--- src/rtl/lpa_pkg.sv ---
package lpa_pkg;
    localparam int CLK_NS    = 10;
    localparam int T_HALF_NS = 80;
    localparam int HALF_CYC  = (T_HALF_NS + CLK_NS - 1) / CLK_NS;

    localparam int FRAME_BITS = 32;
    localparam int ADDR_LO    = 25;
    localparam int RW_BIT     = 24;
    localparam int FAULT_BIT  = 23;
    localparam int INT_BIT    = 22;

    localparam logic [6:0] ADDR_LPM_ENTRY = 7'h1c;
    localparam logic [6:0] ADDR_ASEL      = 7'h1d;
    localparam logic [6:0] ADDR_SP_STAT   = 7'h1e;
    localparam logic [6:0] ADDR_SG_STAT   = 7'h1f;

    localparam int         ASEL_CUR_BIT = 6;
    localparam logic [6:0] ASEL_RESET   = 7'h00;
    localparam int         N_GND        = 21;
    localparam int         N_PRG        = 12;
    localparam int         N_CHAN       = 35;
    localparam int         SEL_PRG_LO   = 21;

    localparam logic [7:0] WB_CMD  = 8'h00;
    localparam logic [7:0] WB_RESP = 8'h04;
    localparam logic [7:0] WB_STAT = 8'h08;
    localparam logic [7:0] WB_ISR  = 8'h0c;
    localparam logic [7:0] WB_IMR  = 8'h10;

    localparam logic [31:0] BOOT_CMD = {ADDR_SP_STAT, 1'b0, 24'h000000};

    typedef enum logic [1:0] {
        DEV_NORMAL = 2'b01,
        DEV_LOWP   = 2'b10
    } lpa_dev_e;

    typedef enum logic [4:0] {
        H_IDLE  = 5'b00001,
        H_SETUP = 5'b00010,
        H_LOW   = 5'b00100,
        H_HIGH  = 5'b01000,
        H_HOLD  = 5'b10000
    } lpa_host_e;
endpackage

--- src/rtl/lpa_link_if.sv ---
`timescale 1ns/100ps
`default_nettype none
interface lpa_link_if;
    logic cs_n;
    logic sclk;
    logic mosi;
    logic miso;

    modport dev (
        input  cs_n,
        input  sclk,
        input  mosi,
        output miso
    );

    modport host (
        output cs_n,
        output sclk,
        output mosi,
        input  miso
    );
endinterface
`default_nettype wire

--- src/rtl/lpa_dev.sv ---
`timescale 1ns/100ps
`default_nettype none
module lpa_dev
    import lpa_pkg::*;
(
    input  wire logic              I_CORE_CLK,
    input  wire logic              I_RSTN,
    lpa_link_if.dev                LINK,
    input  wire logic [N_GND-1:0]  I_GND_SW,
    input  wire logic [N_PRG-1:0]  I_PRG_SW,
    input  wire logic              I_FAULT,
    input  wire logic              I_INT_EVENT,
    input  wire logic              I_CFG_POLL_EN,
    input  wire logic              I_CFG_TIMER_EN,
    output logic [N_CHAN-1:0]      O_BUFFERED_ANALOG_OUTPUT_SEL,
    output logic [5:0]             O_BUFFERED_ANALOG_OUTPUT_CHAN,
    output logic                   O_BUFFERED_ANALOG_OUTPUT_WET_PULLUP,
    output logic                   O_LOW_POWER,
    output logic                   O_LP_POLL_EN,
    output logic                   O_LP_TIMER_EN
);
    logic [2:0]       pin_s1;
    logic [2:0]       pin_s2;
    logic [N_GND-1:0] gnd_s1;
    logic [N_GND-1:0] gnd_s2;
    logic [N_PRG-1:0] prg_s1;
    logic [N_PRG-1:0] prg_s2;
    logic             cs_d;
    logic             sck_d;

    // Pins from the host pass two flops before any logic sees them.
    always_ff @(posedge I_CORE_CLK or negedge I_RSTN) begin
        if (!I_RSTN) begin
            pin_s1 <= 3'h4;
            pin_s2 <= 3'h4;
            gnd_s1 <= '0;
            gnd_s2 <= '0;
            prg_s1 <= '0;
            prg_s2 <= '0;
            cs_d   <= 1'b1;
            sck_d  <= 1'b0;
        end else begin
            pin_s1 <= {LINK.cs_n, LINK.sclk, LINK.mosi};
            pin_s2 <= pin_s1;
            gnd_s1 <= I_GND_SW;
            gnd_s2 <= gnd_s1;
            prg_s1 <= I_PRG_SW;
            prg_s2 <= prg_s1;
            cs_d   <= pin_s2[2];
            sck_d  <= pin_s2[1];
        end
    end

    logic cs_n;
    logic sck;
    logic mosi;
    logic cs_fall;
    logic cs_rise;
    logic sck_rise;
    logic sck_fall;

    assign cs_n     = pin_s2[2];
    assign sck      = pin_s2[1];
    assign mosi     = pin_s2[0];
    assign cs_fall  = cs_d & ~cs_n;
    assign cs_rise  = ~cs_d & cs_n;
    assign sck_rise = ~cs_n & sck & ~sck_d;
    assign sck_fall = ~cs_n & ~sck & sck_d;

    lpa_dev_e        state;
    lpa_dev_e        next_state;
    logic [31:0]     shift_in;
    logic [31:0]     next_shift_in;
    logic [31:0]     shift_out;
    logic [31:0]     next_shift_out;
    logic [5:0]      bit_cnt;
    logic [5:0]      next_bit_cnt;
    logic [31:0]     resp;
    logic [31:0]     next_resp;
    logic [6:0]      asel;
    logic [6:0]      next_asel;
    logic [N_CHAN-1:0] sel;
    logic [N_CHAN-1:0] next_sel;
    logic            first_sg;
    logic            next_first_sg;
    logic            int_flg;
    logic            next_int_flg;

    logic [6:0]      cmd_addr;
    logic            cmd_wr;
    logic [23:0]     cmd_data;
    logic            frame_ok;
    logic [21:0]     sg_word;
    logic [21:0]     sp_word;
    logic [31:0]     sg_resp;

    assign cmd_addr = shift_in[FRAME_BITS-1:ADDR_LO];
    assign cmd_wr   = shift_in[RW_BIT];
    assign cmd_data = shift_in[23:0];
    assign frame_ok = cs_rise && (bit_cnt == 6'(FRAME_BITS));

    // The input routed to the analog path reads as open.
    // Mask selected input
    assign sg_word = {1'b0, gnd_s2 & ~sel[N_GND-1:0]};
    assign sp_word = {10'h000, prg_s2 & ~sel[SEL_PRG_LO+N_PRG-1:SEL_PRG_LO]};
    assign sg_resp = {8'h00, I_FAULT, int_flg, sg_word};

    always_comb begin
        next_state     = state;
        next_shift_in  = shift_in;
        next_shift_out = shift_out;
        next_bit_cnt   = bit_cnt;
        next_resp      = resp;
        next_asel      = asel;
        next_first_sg  = first_sg;
        next_int_flg   = int_flg;
        if (cs_fall) begin
            next_shift_out = first_sg ? sg_resp : resp;
            next_bit_cnt   = 6'h00;
            // The live flag leaves in the status word, so it is spent here.
            if (first_sg) begin
                next_int_flg = 1'b0;
            end
            if (state == DEV_LOWP) begin
                next_state = DEV_NORMAL;
            end
        end
        if (sck_rise) begin
            next_shift_in = {shift_in[30:0], mosi};
            if (bit_cnt != 6'h3f) begin
                next_bit_cnt = bit_cnt + 6'h01;
            end
        end
        if (sck_fall) begin
            next_shift_out = {shift_out[30:0], 1'b0};
        end
        if (frame_ok) begin
            next_first_sg = 1'b0;
            next_int_flg  = 1'b0;
            next_resp     = {8'h00, I_FAULT, int_flg, 22'h000000};
            if (cmd_addr == ADDR_ASEL) begin
                next_resp[21:0] = {15'h0000, asel};
                if (cmd_wr) begin
                    next_asel = cmd_data[6:0];
                end
            end else if (cmd_addr == ADDR_SG_STAT) begin
                next_resp[21:0] = sg_word;
            end else if (cmd_addr == ADDR_SP_STAT) begin
                next_resp[21:0] = sp_word;
            end else if (cmd_addr == ADDR_LPM_ENTRY) begin
                if (cmd_wr && cmd_data == 24'h000000) begin
                    next_state    = DEV_LOWP;
                    next_first_sg = 1'b1;
                end
            end
        end
        if (I_INT_EVENT) begin
            next_int_flg = 1'b1;
        end
        for (int k = 0; k < N_CHAN; k++) begin
            next_sel[k] = (next_asel[5:0] == 6'(k + 1));
        end
    end

    // Configuration is never touched by low-power entry or exit.
    // Settings retained
    always_ff @(posedge I_CORE_CLK or negedge I_RSTN) begin
        if (!I_RSTN) begin
            state     <= DEV_NORMAL;
            shift_in  <= 32'h00000000;
            shift_out <= 32'h00000000;
            bit_cnt   <= 6'h00;
            resp      <= 32'h00000000;
            asel      <= ASEL_RESET;
            sel       <= '0;
            first_sg  <= 1'b1;
            int_flg   <= 1'b1;
        end else begin
            state     <= next_state;
            shift_in  <= next_shift_in;
            shift_out <= next_shift_out;
            bit_cnt   <= next_bit_cnt;
            resp      <= next_resp;
            asel      <= next_asel;
            sel       <= next_sel;
            first_sg  <= next_first_sg;
            int_flg   <= next_int_flg;
        end
    end

    assign LINK.miso   = shift_out[FRAME_BITS-1];
    assign O_BUFFERED_ANALOG_OUTPUT_SEL  = sel;
    assign O_BUFFERED_ANALOG_OUTPUT_CHAN = asel[5:0];
    // The only current source offered is a pull-up.
    // Pull-up only
    assign O_BUFFERED_ANALOG_OUTPUT_WET_PULLUP = asel[ASEL_CUR_BIT] & (|sel);
    assign O_LOW_POWER = (state == DEV_LOWP);
    assign O_LP_POLL_EN  = (state == DEV_LOWP) & I_CFG_POLL_EN;
    assign O_LP_TIMER_EN = (state == DEV_LOWP) & I_CFG_TIMER_EN;
endmodule
`default_nettype wire

--- src/flat_wrapper.sv ---
// flat-port wrapper written by rule: the top's interface ports become plain ports
module lpa_dev_flat import lpa_pkg::*;
  (I_CORE_CLK, I_RSTN, I_GND_SW, I_PRG_SW, I_FAULT, I_INT_EVENT, I_CFG_POLL_EN, I_CFG_TIMER_EN, O_BUFFERED_ANALOG_OUTPUT_SEL, O_BUFFERED_ANALOG_OUTPUT_CHAN, O_BUFFERED_ANALOG_OUTPUT_WET_PULLUP, O_LOW_POWER, O_LP_POLL_EN, O_LP_TIMER_EN, LINK_cs_n, LINK_sclk, LINK_mosi, LINK_miso);
  lpa_link_if LINK_i ();
  input  wire logic I_CORE_CLK;
  input  wire logic I_RSTN;
  input  wire logic [N_GND-1:0] I_GND_SW;
  input  wire logic [N_PRG-1:0] I_PRG_SW;
  input  wire logic I_FAULT;
  input  wire logic I_INT_EVENT;
  input  wire logic I_CFG_POLL_EN;
  input  wire logic I_CFG_TIMER_EN;
  output logic [N_CHAN-1:0] O_BUFFERED_ANALOG_OUTPUT_SEL;
  output logic [5:0] O_BUFFERED_ANALOG_OUTPUT_CHAN;
  output logic O_BUFFERED_ANALOG_OUTPUT_WET_PULLUP;
  output logic O_LOW_POWER;
  output logic O_LP_POLL_EN;
  output logic O_LP_TIMER_EN;
  input wire logic [$bits(LINK_i.cs_n)-1:0] LINK_cs_n;
  input wire logic [$bits(LINK_i.sclk)-1:0] LINK_sclk;
  input wire logic [$bits(LINK_i.mosi)-1:0] LINK_mosi;
  output wire logic [$bits(LINK_i.miso)-1:0] LINK_miso;
  assign LINK_i.cs_n = LINK_cs_n;
  assign LINK_i.sclk = LINK_sclk;
  assign LINK_i.mosi = LINK_mosi;
  assign LINK_miso = LINK_i.miso;
  lpa_dev u_core (.I_CORE_CLK(I_CORE_CLK), .I_RSTN(I_RSTN), .LINK(LINK_i), .I_GND_SW(I_GND_SW), .I_PRG_SW(I_PRG_SW), .I_FAULT(I_FAULT), .I_INT_EVENT(I_INT_EVENT), .I_CFG_POLL_EN(I_CFG_POLL_EN), .I_CFG_TIMER_EN(I_CFG_TIMER_EN), .O_BUFFERED_ANALOG_OUTPUT_SEL(O_BUFFERED_ANALOG_OUTPUT_SEL), .O_BUFFERED_ANALOG_OUTPUT_CHAN(O_BUFFERED_ANALOG_OUTPUT_CHAN), .O_BUFFERED_ANALOG_OUTPUT_WET_PULLUP(O_BUFFERED_ANALOG_OUTPUT_WET_PULLUP), .O_LOW_POWER(O_LOW_POWER), .O_LP_POLL_EN(O_LP_POLL_EN), .O_LP_TIMER_EN(O_LP_TIMER_EN));
endmodule
--- config.mk ---
export PLATFORM = sky130hd
export DESIGN_NAME = lpa_dev_flat
export DESIGN_NICKNAME = d
export VERILOG_FILES = /design/src/rtl/lpa_pkg.sv /design/src/rtl/lpa_link_if.sv /design/src/rtl/lpa_dev.sv /design/src/flat_wrapper.sv
export SDC_FILE = /design/constraint.sdc
export NUM_CORES = 1
export LEC_CHECK = 0
export BUFFER_PORTS_ARGS = -buffer_cell sky130_fd_sc_hd__buf_2
export CAP_MARGIN = 10
export CORE_UTILIZATION = 43
export CTS_CLUSTER_DIAMETER = 120
export DETAILED_ROUTE_END_ITERATION = 6
export PLACE_DENSITY = 0.73
export SETUP_SLACK_MARGIN = 0.15
export SKIP_CTS_REPAIR_TIMING = 1
export SYNTH_ARGS = -nofsm -noshare
export SYNTH_HDL_FRONTEND = slang
export SYNTH_SLANG_ARGS = --single-unit
--- constraint.sdc ---
create_clock -name I_CORE_CLK -period 2.15 [get_ports I_CORE_CLK]
set_input_delay 0.43 -clock I_CORE_CLK [delete_from_list [all_inputs] [get_ports I_CORE_CLK]]
set_output_delay 0.43 -clock I_CORE_CLK [all_outputs]
set_load 0.01 [all_outputs]
* Word-level counts from Yosys, hierarchy flattened *
Index checks and enable logic that the tools add are counted.

storage, ports and cells
  flip-flop bits (word level) = 214
  bits in latches = 0
  RAM bits = 0
  ROM bits = 0
  output and inout port bits = 46
  logic and storage cells = 116
  memories kept = 0

operators by class
  add/sub/neg operators = 1
  $mul = 0
  divide/modulo/power cells = 0
  order comparisons = 0
  equality and inequality tests = 42
  shifts and indexed selects = 0
  muxes and demuxes = 29
  bitwise logic cells = 17
  reductions and logical operators = 9

operators by type and width
  cell                                                                   count
  6-bit by 5-bit equality test with 1-bit output, second input constant  16
  32-bit two-way mux                                                     2
  6-bit by 4-bit equality test with 1-bit output, second input constant  8
  22-bit two-way mux                                                     2
  6-bit two-way mux                                                      6
  35-bit OR reduction                                                    1
  6-bit equality test, second input constant                             5
  7-bit by 5-bit equality test with 1-bit output, second input constant  4
  6-bit by 3-bit equality test with 1-bit output, second input constant  4
  24-bit logical NOT                                                     1
  24-bit two-way mux                                                     1
  21-bit AND                                                             1
  21-bit NOT                                                             1
  2-bit two-way mux                                                      8
  12-bit AND                                                             1
  6-bit by 2-bit equality test with 1-bit output, second input constant  2
  12-bit two-way mux                                                     1
  12-bit NOT                                                             1
  1-bit AND                                                              9
  1-bit two-way mux                                                      9
  6-bit by 1-bit adder with 6-bit output, second input constant          1
  6-bit by 1-bit equality test with 1-bit output, second input constant  1
  6-bit != test, second input constant                                   1
  3-bit nonzero test                                                     2
  other kinds (6)                                                        10

* Logic depth before layout (Yosys ltp) *
  depth after elaboration = 9
  gate-level depth with buffers = 8
  mapped depth without buffers = 6

* Worst setup path before layout *
OpenSTA, ideal clock, no wires.

  path kind = register to register
  start point = reg u_core.bit_cnt[0]
  end point = reg u_core.asel[0]
  setup time = 0.125 ns
  arrival time = 1.699 ns
  required time = 2.025 ns
  slack = 0.326 ns
  cell stages (with the launch flop) = 9
  buffers on the path = 2
  period minus slack after synthesis = 1.824 ns
  cell sequence = dfrtp_1 > inv_1 > ha_1 > nor4b_2 > and4b_1 > buf_2 > nand4_4 > buf_6 > mux2_4

between the ends
  longest elaborated chain between the ends = 3

ends and longest elaborated chain
  item                      RTL line        RTL
  start: declaration        lpa_dev.sv:76   logic [5:0] bit_cnt;
  start signal: assignment  lpa_dev.sv:182  bit_cnt <= next_bit_cnt;
  6-bit equality test       lpa_dev.sv:100  assign frame_ok = cs_rise && (bit_cnt == 6'(FRAME_BITS));
  1-bit logical AND         lpa_dev.sv:100
  6-bit two-way mux         lpa_dev.sv:137  if (frame_ok) begin
  via u_core.next_asel[0]   lpa_dev.sv:81   logic [6:0] next_asel;
  end signal: assignment    lpa_dev.sv:184  asel <= next_asel;
  end: declaration          lpa_dev.sv:80   logic [6:0] asel;

The timed path passes the listed nets, and every way through them passes these cells.
A chain may end at the register's enable or synchronous reset.

* Worst setup path in the final report *
  start point = reg u_core.sel[32] (netlist: u_core.O_BUFFERED_ANALOG_OUTPUT_SEL[32])
  end point = out O_BUFFERED_ANALOG_OUTPUT_WET_PULLUP

between the ends
  longest elaborated chain between the ends = 2

ends and longest elaborated chain
  item                      RTL line            RTL
  start: declaration        lpa_dev.sv:82       logic [N_CHAN-1:0] sel;
  start signal: assignment  lpa_dev.sv:185      sel <= next_sel;
  35-bit OR reduction       lpa_dev.sv:196      assign O_BUFFERED_ANALOG_OUTPUT_WET_PULLUP = asel[ASEL_CUR_BIT] & (|sel);
  1-bit AND                 lpa_dev.sv:196
  end: declaration          flat_wrapper.sv:15  output logic O_BUFFERED_ANALOG_OUTPUT_WET_PULLUP;

No other way between the ends.

==> impl_metrics.tcl <==
set metrics [dict create \
    status "finished with violations" \
    violations "negative setup slack" \
    grt_setup_unrepaired "true" \
    hold_viol 0 \
    slew_headroom_pct 37.6 \
    tightest_slew_ps 928 \
    synth_edf_count 0 \
    worst-path-buf-inv 1 \
    p_clk_share_pct 45.1 \
    drc 0 \
    die_y_um 144 \
    wire_per_inst_um 17.4 \
    crit_type "flop to primary output" \
    fin_crit_sh_pct 106 \
    p_sw_share_pct 23.0 \
    drt_iter0_drc 448 \
    clock_path_buffers 3 \
    firstDrtPassIters 7 \
    crit_path_start_kind "flop" \
    p_leak_uw 0.00514 \
    vdd_ir_drop_max_v 0.000586 \
    setup_ws_ps -124 \
    drv_slew 0 \
    crit_family "simple AND/OR/NAND/NOR gates" \
    routabilityCongestion 0.813 \
    overflow 0 \
    nNetsFinal 945 \
    crit_chain "nor4_1 > nand2_1 > o31a_1 > buf_2" \
    ctsHtreeMaxLevel 1 \
    setup_viol 1 \
    design.die.area_um2 20700 \
    synth_top_area_cell "dfrtp_1" \
    cap_violations 0 \
    skew_ps 21.7 \
    die_w_um 144 \
    grt_pass1_wl_um 32300 \
    finalPower_uw 8790 \
    synth.avg_cell_area_um2 10.8 \
    antenna_found_initial 0 \
    fmax_mhz 440 \
    clk-insertion-delay-late_ps 510 \
    pwr-share-seq_pct 48.1 \
    cts_tree "yes" \
    clkSinkCount 213 \
    grt_max_degree 65 \
    floorplan.initialDensity_pct 44.3 \
    p_int_uw 6770 \
    io_pins 88 \
    dp_hpwl_um 13500 \
    core_area_um2 19600 \
    ys_seq_elements 213 \
    avgViaCountPerCell 5.34 \
    rows 51 \
    slowest_delay_ps 420 \
    yosys_warnings 0 \
    switchingPower_uw 2020 \
    syn_area_um2 8670 \
    yosys.area.top_type_share_pct 59.7 \
    slowest_stage "dfrtp_1" \
    io_buffers 87 \
    synthDistinctLibCells 46 \
    final_antenna_net_count 0 \
    syn_nets 850 \
    multi_input_area_um2 3160 \
    grtUsageTotal_pct 20.2 \
    p_per_area_nw_per_um2 840 \
    critPathRequiredTime_ps 1720 \
    synth_seq_area_share_pct 61.6 \
    totalWireLength_um 20600 \
    hold_path_class "input port to flop" \
    antenna_cells 0 \
    netlist_instances 806 \
    dpl_worst_slack_ps 214 \
    n_fill_cell 1681 \
    synthArstFlopShare_pct 100 \
    regArea_um2 5340 \
    pwr-share-comb_pct 6.7 \
    cts.clk_slew.worst_paths_ps 60 \
    yosys_most_used_dff "dfrtp_1" \
    critPathMaxFanout 3 \
    critPathArrivalTime_ps 1840 \
    routed-via-count 6306 \
    synth_area_leaders "dfrtp_1 60%, nand2_1 11%, mux2i_1 6.8%" \
    timing.final.crit_period_ps 2270 \
    drive_gt1_share_pct 20.7 \
    syn2layout_area_growth_pct 20.7 \
    critPathCaptureType "primary output" \
    cts_inserted_buffers 23 \
    grt_pass1_vias 5991 \
    cts-root-buf "clkbuf_16" \
]
==> cell type report <==
type                       count  share of cell area [%]
sequential                   213                    51.0
multi-input combinational    535                    30.2
timing repair buffer         124                    8.19
clock buffer                  33                    6.15
tap                          265                    3.17
clock inverter                 8                    1.16
inverter                       4                   0.144
==> routing by layer <==
| layer | up-vias | global-route usage (%) | part of all wire (%) |
|---|---|---|---|
| li1 | 2924 | - | - |
| met1 | 3151 | 28.8 | 44 |
| met2 | 191 | 31.2 | 47 |
| met3 | 40 | 3.71 | 6.1 |
| met4 | 0 | 6.33 | 2.7 |
| met5 | - | 0 | 0 |
==> power by group through the flow <==
stage	Clock (uW)	Combinational (uW)	Sequential (uW)
6_report	3970	593	4230
5_1_grt	4200	650	4240
4_1_cts	4050	575	4230
3_5_place_dp	0	568	4300
3_3_place_gp	0	562	4290
2_1_floorplan	0	302	4250
==> stage by stage <==
step / hold WS [ps] / cell area, um^2 / setup TNS, ps / std cells / utilization, %
after floorplan: 134 / 8670 / 0 / 806 / -
after global placement: 331 / 9510 / 0 / 1133 / 48.5
after detailed placement: 335 / 9510 / 0 / 1133 / 48.5
after CTS: -132 / 10300 / -351 / 1174 / 52.4
after global routing: 4.71 / 10500 / -216 / 1182 / 53.4
final: 20.1 / 10500 / -124 / 1182 / 53.4
==> state kept, by name, summed over array words and instances (netlist names), 6 cells and up <==
register,flops
u_core.O_BUFFERED_ANALOG_OUTPUT_SEL,35
u_core.shift_out,32
u_core.bit_cnt,6
u_core.gnd_s2,21
u_core.shift_in,32
u_core.resp,23
u_core.prg_s2,12
u_core.asel,7
u_core.gnd_s1,21
u_core.prg_s1,12
==> final timing paths <==
kind,cells past startpoint,start,to,slack (ps)
min,1,LINK_sclk,u_core.pin_s1[1],20
min in group asynchronous,2,I_RSTN,u_core.prg_s1[11],430
max,4,u_core.O_BUFFERED_ANALOG_OUTPUT_SEL[32],O_BUFFERED_ANALOG_OUTPUT_WET_PULLUP,-120
max in group asynchronous,3,I_RSTN,u_core.first_sg,980
min reg2reg,0,u_core.gnd_s1[14],u_core.gnd_s2[14],350
max reg2reg,7,u_core.bit_cnt[0],u_core.asel[2],160
==> layout by cell type (no fill, tap or decap), types with 22 or more instances in the layout <==
cell type	instances
clkbuf_16	27
dfrtp_1	207
nor2b_1	29
nor2_1	23
o21ai_0	26
nand2_1	253
buf_2	86
buf_4	27
o221ai_1	22
mux2i_1	59
==> cell families after synthesis <==
group           after synthesis  share of synthesized area, %
flops                       213                          61.6
mux                          69                          8.33
compound gates               80                          6.64
buf+inv                      58                          2.99
fa+ha+maj                     2                         0.289
simple gates                384                          20.2
==> cell usage after synthesis, drive strengths merged, types with 6 or more instances <==
library cell,instances
nand2,253
clkbuf,29
nor4,17
nor2b,29
nand3,10
nor2,24
o21ai,26
mux2,10
nand4,15
mux2i,59
nand2b,8
buf,25
nor3,10
a22oi,12
o221ai,22
dfrtp,207
dfstp,6
a22o,8
(Power assumes the default switching activity.)
